--- src/rtl/lmu_defs.svh ---
// constants for the load/move instruction unit
`ifndef LMU_DEFS_SVH
`define LMU_DEFS_SVH
`define LMU_OP_OUT_FROM_RAM  8'h15
`define LMU_OP_RAM_CONST     8'h10
`define LMU_OP_RAM_PROG      8'h11
`define LMU_OP_RAM_PROG_IND  8'h12
`define LMU_OP_RAM_IN        8'h13
`define LMU_OP_RAM_RAM       8'h17
`define LMU_CYC_14           5'h0E
`define LMU_CYC_16           5'h10
`define LMU_CYC_18           5'h12
`define LMU_PC_STEP          12'h003
`define LMU_PC_RESET         12'h000
`define LMU_ZERO8            8'h00
`define LMU_ONE5             5'h01
`define LMU_TWO5             5'h02
`define LMU_ZERO5            5'h00
`define LMU_ZERO3            3'h0
`define LMU_PC_DST           12'h001
`define LMU_PC_SRC           12'h002
`endif

--- src/rtl/lmu_pkg.sv ---
// types for the load/move instruction unit
`default_nettype none
package lmu_pkg;
    typedef enum logic [3:0] {
        LMU_FETCH_OP, LMU_FETCH_DST, LMU_FETCH_SRC, LMU_PTR_SRC, LMU_PTR_DST,
        LMU_READ, LMU_WRITE, LMU_WAIT, LMU_BAD
    } lmu_state_t;
endpackage
`default_nettype wire

--- src/rtl/lmu_core.sv ---
// load/move instruction unit: fetch, decode and execute of the move group
// Notes on behaviour
// - copy RAM byte to output peripheral, 14 cycles
// - write immediate byte into RAM, 14 cycles
// - program memory in page to RAM, 16 cycles
// - both operands via RAM pointers, 18 cycles
// - copy RAM byte to RAM, 16 cycles
// - zero, carry, sign flags never change
// - opcode, destination, source bytes in order
// - program address is page*256 plus offset
`include "lmu_defs.svh"
`default_nettype none
module lmu_core
(
    // clock and reset
    input  wire logic        clk,
    input  wire logic        rstn,
    // program memory, combinational read
    output logic      [11:0] pm_addr,
    input  wire logic [7:0]  pm_rdata,
    // page selected by page_select_instr
    input  wire logic [3:0]  page_sel,
    // data RAM, combinational read
    output logic      [7:0]  ram_addr,
    input  wire logic [7:0]  ram_rdata,
    output logic      [7:0]  ram_wdata,
    output logic             ram_we,
    // peripherals
    output logic      [7:0]  per_addr,
    input  wire logic [7:0]  in_per_rdata,
    output logic      [7:0]  out_per_wdata,
    output logic             out_per_we,
    // flags in/out and status
    input  wire logic [2:0]  flags_in,
    output logic      [2:0]  flags_out,
    output logic      [11:0] pc,
    output logic             instr_done,
    output logic             illegal_op
);
    import lmu_pkg::*;

    lmu_state_t  st_q, st_d;
    logic [11:0] pc_q, pc_d, pma_q, pma_d;
    logic [7:0]  op_q, op_d, dst_q, dst_d, src_q, src_d, dat_q, dat_d;
    logic [7:0]  ra_q, ra_d, wd_q, wd_d, pa_q, pa_d, ow_q, ow_d;
    logic [4:0]  cnt_q, cnt_d;
    logic        rwe_q, rwe_d, owe_q, owe_d, done_q, done_d, bad_q, bad_d;
    logic [2:0]  fl_q, fl_d;

    function automatic logic [4:0] cyc_of(input logic [7:0] op);
        if (op == `LMU_OP_RAM_PROG || op == `LMU_OP_RAM_RAM)
            cyc_of = `LMU_CYC_16;
        else if (op == `LMU_OP_RAM_PROG_IND)
            cyc_of = `LMU_CYC_18;
        else
            cyc_of = `LMU_CYC_14;
    endfunction

    function automatic logic known(input logic [7:0] op);
        known = op == `LMU_OP_OUT_FROM_RAM || op == `LMU_OP_RAM_CONST ||
                op == `LMU_OP_RAM_PROG || op == `LMU_OP_RAM_PROG_IND ||
                op == `LMU_OP_RAM_IN || op == `LMU_OP_RAM_RAM;
    endfunction

    function automatic logic [11:0] page_addr(input logic [3:0] pg, input logic [7:0] off);
        page_addr = {pg, off};
    endfunction

    always_comb
    begin
        st_d = st_q;
        pc_d = pc_q;
        pma_d = pma_q;
        op_d = op_q;
        dst_d = dst_q;
        src_d = src_q;
        dat_d = dat_q;
        ra_d = ra_q;
        wd_d = wd_q;
        pa_d = pa_q;
        ow_d = ow_q;
        cnt_d = cnt_q + `LMU_ONE5;
        rwe_d = 1'b0;
        owe_d = 1'b0;
        done_d = 1'b0;
        bad_d = bad_q;
        fl_d = flags_in;
        case (st_q)
            LMU_FETCH_OP:
            begin
                cnt_d = `LMU_ONE5;
                op_d = pm_rdata;
                pma_d = pc_q + `LMU_PC_DST;
                st_d = known(pm_rdata) ? LMU_FETCH_DST : LMU_BAD;
            end
            LMU_FETCH_DST:
            begin
                dst_d = pm_rdata;
                pma_d = pc_q + `LMU_PC_SRC;
                st_d = LMU_FETCH_SRC;
            end
            LMU_FETCH_SRC:
            begin
                src_d = pm_rdata;
                ra_d = pm_rdata;
                pa_d = pm_rdata;
                st_d = LMU_READ;
                if (op_q == `LMU_OP_RAM_PROG_IND)
                    st_d = LMU_PTR_SRC;
            end
            LMU_PTR_SRC:
            begin
                src_d = ram_rdata;
                ra_d = dst_q;
                st_d = LMU_PTR_DST;
            end
            LMU_PTR_DST:
            begin
                dst_d = ram_rdata;
                st_d = LMU_READ;
            end
            LMU_READ:
            begin
                pma_d = page_addr(page_sel, src_q);
                if (op_q == `LMU_OP_RAM_CONST)
                    dat_d = src_q;
                else if (op_q == `LMU_OP_RAM_IN)
                    dat_d = in_per_rdata;
                else
                    dat_d = ram_rdata;
                st_d = LMU_WRITE;
            end
            LMU_WRITE:
            begin
                if (op_q == `LMU_OP_RAM_PROG || op_q == `LMU_OP_RAM_PROG_IND)
                    dat_d = pm_rdata;
                st_d = LMU_WAIT;
            end
            LMU_WAIT:
            begin
                // done lands on the last cycle so the next opcode edge is N after this one
                if (cnt_q == cyc_of(op_q) - `LMU_TWO5)
                begin
                    if (op_q == `LMU_OP_OUT_FROM_RAM)
                    begin
                        owe_d = 1'b1;
                        pa_d = dst_q;
                        ow_d = dat_q;
                    end
                    else
                    begin
                        rwe_d = 1'b1;
                        ra_d = dst_q;
                        wd_d = dat_q;
                    end
                end
                else if (cnt_q == cyc_of(op_q) - `LMU_ONE5)
                begin
                    done_d = 1'b1;
                    pc_d = pc_q + `LMU_PC_STEP;
                    pma_d = pc_q + `LMU_PC_STEP;
                    st_d = LMU_FETCH_OP;
                end
            end
            default:
            begin
                bad_d = 1'b1; // unknown opcodes are outside this unit; park here
            end
        endcase
    end

    always_ff @(posedge clk)
    begin
        if (!rstn)
        begin
            st_q <= LMU_FETCH_OP;
            pc_q <= `LMU_PC_RESET;
            pma_q <= `LMU_PC_RESET;
            op_q <= `LMU_ZERO8;
            dst_q <= `LMU_ZERO8;
            src_q <= `LMU_ZERO8;
            dat_q <= `LMU_ZERO8;
            ra_q <= `LMU_ZERO8;
            wd_q <= `LMU_ZERO8;
            pa_q <= `LMU_ZERO8;
            ow_q <= `LMU_ZERO8;
            cnt_q <= `LMU_ZERO5;
            rwe_q <= 1'b0;
            owe_q <= 1'b0;
            done_q <= 1'b0;
            bad_q <= 1'b0;
            fl_q <= `LMU_ZERO3;
        end
        else
        begin
            st_q <= st_d;
            pc_q <= pc_d;
            pma_q <= pma_d;
            op_q <= op_d;
            dst_q <= dst_d;
            src_q <= src_d;
            dat_q <= dat_d;
            ra_q <= ra_d;
            wd_q <= wd_d;
            pa_q <= pa_d;
            ow_q <= ow_d;
            cnt_q <= cnt_d;
            rwe_q <= rwe_d;
            owe_q <= owe_d;
            done_q <= done_d;
            bad_q <= bad_d;
            fl_q <= fl_d;
        end
    end

    assign pm_addr = pma_q;
    assign ram_addr = ra_q;
    assign ram_wdata = wd_q;
    assign ram_we = rwe_q;
    assign per_addr = pa_q;
    assign out_per_wdata = ow_q;
    assign out_per_we = owe_q;
    assign flags_out = fl_q;
    assign pc = pc_q;
    assign instr_done = done_q;
    assign illegal_op = bad_q;
endmodule
`default_nettype wire

--- config.mk ---
export PLATFORM = sky130hd
export DESIGN_NAME = lmu_core
export DESIGN_NICKNAME = d
export VERILOG_FILES = /design/src/rtl/lmu_pkg.sv /design/src/rtl/lmu_core.sv
export VERILOG_INCLUDE_DIRS = /design/src /design/src/rtl
export SDC_FILE = /design/constraint.sdc
export NUM_CORES = 1
export LEC_CHECK = 0
export BUFFER_PORTS_ARGS = -buffer_cell sky130_fd_sc_hd__buf_2
export CELL_PAD_IN_SITES_DETAIL_PLACEMENT = 1
export CELL_PAD_IN_SITES_GLOBAL_PLACEMENT = 1
export CORE_ASPECT_RATIO = 1.4
export CORE_MARGIN = 10
export CORE_UTILIZATION = 45
export CTS_CLUSTER_SIZE = 10
export DETAILED_ROUTE_END_ITERATION = 16
export GPL_ROUTABILITY_DRIVEN = 0
export PLACE_DENSITY_LB_ADDON = 0.1
export SYNTH_ARGS = -nofsm -noshare
export SYNTH_HDL_FRONTEND = slang
export SYNTH_SLANG_ARGS = --single-unit
--- constraint.sdc ---
create_clock -name clk -period 4.5 [get_ports clk]
set_input_delay 0.45 -clock clk [delete_from_list [all_inputs] [get_ports clk]]
set_output_delay 0.45 -clock clk [all_outputs]
set_load 0.05 [all_outputs]
# Yosys cells after proc, flatten, opt, wreduce, memory -nomap -nowiden
# Index checks and enable logic that the tools add are counted.
# classes
add_sub_neg	6
eq_ne	27
mux	29
n_bitwise	4
reduce_logical	27
# ops
operator	count
8-bit by 5-bit equality test with 1-bit output, second input constant	12
8-bit case mux with 2 select lines	4
8-bit 2-to-1 mux	7
12-bit case mux with 4 select lines	1
4-bit case mux with 8 select lines	1
5-bit 2-to-1 mux	5
12-bit by 2-bit adder with 12-bit output, second input constant	2
12-bit 2-to-1 mux	2
8-bit case mux with 3 select lines	1
3-bit AND reduction	8
4-bit by 3-bit equality test with 1-bit output, second input constant	4
12-bit by 1-bit adder with 12-bit output, second input constant	1
4-bit 2-to-1 mux	3
2-bit inequality test, second input constant	6
5-bit equality test	2
4-bit by 2-bit equality test with 1-bit output, second input constant	2
2-bit nonzero test	4
8-bit nonzero test	1
8-bit OR reduction	1
1-bit logical OR	7
5-bit by 1-bit adder with 5-bit output, second input constant	1
5-bit by 1-bit subtractor with 5-bit output, second input constant	1
5-bit by 2-bit subtractor with 5-bit output, second input constant	1
4-bit by 1-bit equality test with 1-bit output, second input constant	1
9 further kinds	15
# word_totals
regBits	104
output_inout_bits	63
wordCells	111

# Depth between registers and ports, before layout
# logic_depth
word_depth	13
depth_mapped	9
mapped_depth_nobuf	8

# Worst setup path before layout
# OpenSTA, ideal clock, no wires.
# synth_path
path_kind	register to register
startpoint	register pc_q[1], in the netlist pc[1]
endpoint	register pma_q[5], in the netlist pm_addr[5]
setup_ps	116
t_arrival_ps	2290
required_time_ps	4384
slack_ps	2093
stages_incl_launch_ff	9
path_buffers	0
period_less_slack_ps	2407
cell_sequence	dfxtp_1 inv_1 ha_1 a21oi_1 nor2_1 a221o_1 a222oi_1 nand2_1 o211a_1
# synth_via
elab_chain_len	4
elab_cells_between_ends	6
# synth_rtl
element	line_no	rtl
start, declared	lmu_core.sv:43	logic [11:0] pc_q, pc_d, pma_q, pma_d;
start signal, assigned	lmu_core.sv:177	pc_q <= `LMU_PC_RESET;
start signal, assigned	lmu_core.sv:197	pc_q <= pc_d;
12-bit by 2-bit adder with 12-bit output (no source line)	-	
12-bit 2-to-1 mux	lmu_core.sv:157	else if (cnt_q == cyc_of(op_q) - `LMU_ONE5)
12-bit 2-to-1 mux	lmu_core.sv:142	if (cnt_q == cyc_of(op_q) - `LMU_TWO5)
12-bit case mux with 4 select lines *	lmu_core.sv:88	case (st_q)
end signal, assigned	lmu_core.sv:178	pma_q <= `LMU_PC_RESET;
end signal, assigned	lmu_core.sv:198	pma_q <= pma_d;
end, declared	lmu_core.sv:43	
# Every way passes the cells marked *; elsewhere a longest branch is shown, timed or not. The select of a mux whose other input is x is not followed.
# A chain may end at the register's enable or synchronous reset.

# Worst setup path after layout
# layout_path
startpoint	register op_q[0]
endpoint	register pma_q[4], in the netlist pm_addr[4]
# layout_via
elab_chain_len	9
elab_cells_between_ends	16
# layout_rtl
element	line_no	rtl
start, declared	lmu_core.sv:44	logic [7:0] op_q, op_d, dst_q, dst_d, src_q, src_d, dat_q, dat_d;
start signal, assigned	lmu_core.sv:179	op_q <= `LMU_ZERO8;
start signal, assigned	lmu_core.sv:199	op_q <= op_d;
8-bit by 5-bit equality test with 1-bit output (no source line)	-	
5-bit 2-to-1 mux or 1-bit logical OR (tied branches)	-	
5-bit 2-to-1 mux *	lmu_core.sv:51	if (op == `LMU_OP_RAM_PROG || op == `LMU_OP_RAM_RAM)
5-bit 2-to-1 mux	lmu_core.sv:142	
5-bit 2-to-1 mux	lmu_core.sv:88	
5-bit by 1-bit subtractor with 5-bit output (no source line)	-	
5-bit equality test (no source line)	-	
2-bit inequality test (no source line)	-	
3-bit AND reduction (no source line) *	-	
# Marks and branches as above.

==> qor.txt <==
Status -> finished clean
Sequential share of power -> 40.7%
Starting DRT DRC Count -> 357
Final setup violating endpoints -> 0
Share of Yosys cell area claimed by the top area cell type -> 36.40%
Layout area overhead -> 13.82%
Worst-Skew Late Latency -> 0.35 ns
DP HPWL -> 14530 um
Final core occ -> 52.63%
Layout cells sized above 1 -> 18.60%
Synthesized netlist net count -> 731
Synthesis Warnings -> 0
Int Pwr -> 0.001750 W
Crit path DAT -> 3.74 ns
Largest family of logic cells by synthesized area -> simple AND/OR/NAND/NOR gates
Synth Area in Compound Gates -> 24.28%
Count leader, synth -> nand2_1
Pin count of the biggest net entering global routing -> 60
Global route overflow -> 0
Fraction of registers with async set/reset -> 0%
Synth top area cells -> dfxtp_1 (36%), nand2_1 (7.6%), o211a_1 (4.7%)
VDD IR max -> 0.2127 mV
Critical path class -> reg -> reg
Netlist cell types -> 68
Die height -> 153.4 um
Synth Area in XOR/XNOR -> 3.521%
Cells after Synth -> 693
I/O pins -> 96
Switching share of power -> 39.13%
Vias per cell -> 6.180
WP data required -> 4.74 ns
Hold WC Path Type -> in -> reg
Pwr dens -> 441.5 nW/um2
First-pass GRT wire length -> 32210 um
CTS H-tree depth -> 3
Highest Clock Rate -> 285.4 MHz
Dominant cell type by area after synthesis -> dfxtp_1
WHS -> 0.2991 ns
P_leak -> 2.830 nW
Combinational share of power -> 31.1%
CP Capture Type -> flop
Max_cap viols -> 0
Routed vias -> 5611
Core footprint -> 12370 um2
Average wire per standard cell -> 21.91 um
Starting Density -> 46.24%
Clock network fraction of design power -> 28.2%
Crit-path slowest cell -> a211oi_4
Die area -> 17690 um2
Post-Synth Simple-Gate Area -> 26.01%
Max FO, Critical Path -> 21
Synth cell count leaders -> nand2_1 (116), dfxtp_1 (104), clkbuf_1 (41)
Slew @ Worst Pin -> 1.106 ns
EDFF count, synth -> 0
Placed cell area -> 6210 um2
Post-cts sizing count -> 0
Total GRT Usage -> 22.54%
Clock Root Buffer -> clkbuf_16
Post-route minimum period -> 3.504 ns
Row cnt -> 48
Final number of max-transition violations -> 0
Sw Pwr -> 0.001125 W
Final period util -> 77.87%
DRT Pass-1 Iters -> 5
Final Hold Vio Count -> 0
Antenna violations before repair -> 0
Syn Area/Cell -> 8.255 um2
Clock transition at the registers of the reported paths -> 0.07 ns
Postcts setup bufs -> 0
Number of global-route vias before repair -> 5954
Routed wire length -> 19890 um
Die W -> 115.3 um
Design Power -> 0.002874 W
Final ANT Viol Nets -> 0
CTS Sinks -> 104
Rel. slew slack -> 26.03%
TNS Setup -> 0 ns
Startpoint types -> flop
Port Buffer Count -> 95
Post-synthesis mux area share -> 3.500%
TritonCTS clock tree -> built
Sequence of cells on the critical path -> or4b_1, nor4b_4, o2111ai_4, a211oi_4, o311ai_1, o211a_1
CTS Hold Buffers Added -> 0
Number of buffers created by CTS -> 9
CTS max path bufs -> 2
Delay of the slowest critical-path stage -> 0.89 ns
Sequential-to-total area share from yosys stat -> 36.40%
RSZ-0062 raised after global routing -> no
Post-route cell area -> 6511 um2
Ys flop type -> dfxtp_1
Synth Cell Area -> 5720 um2
Remaining DRCs -> 0
#FFs+latches synth -> 104
Synthesized-area fraction occupied by adder cells -> 1.094%
Nets -> 791
Final Skew -> 0.005170 ns
Ant. Diodes -> 0
[registers in the layout, indices dropped and copies added, names as in the netlist, 3 cells and up]
register       flops
cnt_q              5
dat_q              8
dst_q              8
flags_out          3
op_q               8
out_per_wdata      8
pc                12
per_addr           8
pm_addr           12
ram_addr           8
ram_wdata          8
src_q              8
st_q               4
[cells by family (layout without fill, tap and decap cells)]
family | after synthesis | in the layout
AOI/OAI and AO/OA | 182 | 182
xor gates and xnor gates | 23 | 23
adders and majority gates | 5 | 5
buffers and inverters | 70 | 135
DFF | 104 | 104
muxes | 20 | 20
and+or+nand+nor | 289 | 289
[power by group through the flow]
stage | clock [W] | combinational [W] | sequential [W]
after floorplan | 0 | 0.000535 | 0.00129
after global placement | 0 | 0.000864 | 0.00118
after detailed placement | 0 | 0.000894 | 0.00119
after CTS | 0.000830 | 0.000899 | 0.00117
after global routing | 0.000870 | 0.000978 | 0.00119
final | 0.000810 | 0.000895 | 0.00117
[worst max-delay path, delay by kind of cell (launching register included)]
kind / cells / cell delay, ns
flip-flops: 1 / 0.53
AO/OA/AOI/OAI: 4 / 1.71
AND/OR/NAND/NOR: 2 / 1.13
[per-stage QoR]
step	std cells	setup WS, ns
floorplan	693	2.093
global placement	892	1.193
detailed placement	892	1.009
CTS	908	1.017
global route	908	0.7529
finish	908	0.9959
[cells in the final DEF (no fill, tap or decap), drive strengths merged, types with 5 or more instances in the layout]
cell type	count
nand2	116
dfxtp	104
buf	104
o21ai	37
nand3	36
nor2	28
o211a	27
a21boi	26
nor3	22
mux2i	20
a21oi	18
inv	18
nand2b	17
nor2b	15
xor2	14
and2	14
a221oi	13
o22ai	11
a31oi	11
xnor2	9
clkbuf	9
a22oi	8
nor4	8
nand4	5
ha	5
[metal layers]
metal  routed length [um]  GRT usage (%)  vias to the layer above
met5                    0              0                        -
met1                 7706          25.12                     2775
met4                  842          11.41                        0
met2                10400          39.38                      176
li1                     -              -                     2609
met3                  945          3.995                       51
[path summary, 6_finish.rpt]
check	startpoint	to	slack [ns]	cells past startpoint
setup / recovery	op_q[0]$_SDFFE_PN0P_	pm_addr[4]$_SDFFE_PN0P_	1.0	6
hold / removal	flags_in[0]	flags_out[0]$_SDFF_PN0_	0.30	2
hold reg to reg	out_per_wdata[0]$_SDFFE_PN0P_	out_per_wdata[0]$_SDFFE_PN0P_	0.47	2
setup reg to reg	op_q[0]$_SDFFE_PN0P_	pm_addr[4]$_SDFFE_PN0P_	1.0	6
[layout make-up]
| cell class | count | area (um2) |
|---|---|---|
| clock buffers | 9 | 225.2 |
| clock inverters | 7 | 76.32 |
| fillers | 1517 | 5861 |
| inverters | 15 | 56.30 |
| multi-input cells | 519 | 3341 |
| flip-flops and latches | 104 | 2082 |
| well taps | 150 | 187.7 |
| repair buffers | 104 | 543.0 |
(Power assumes the default switching activity.)
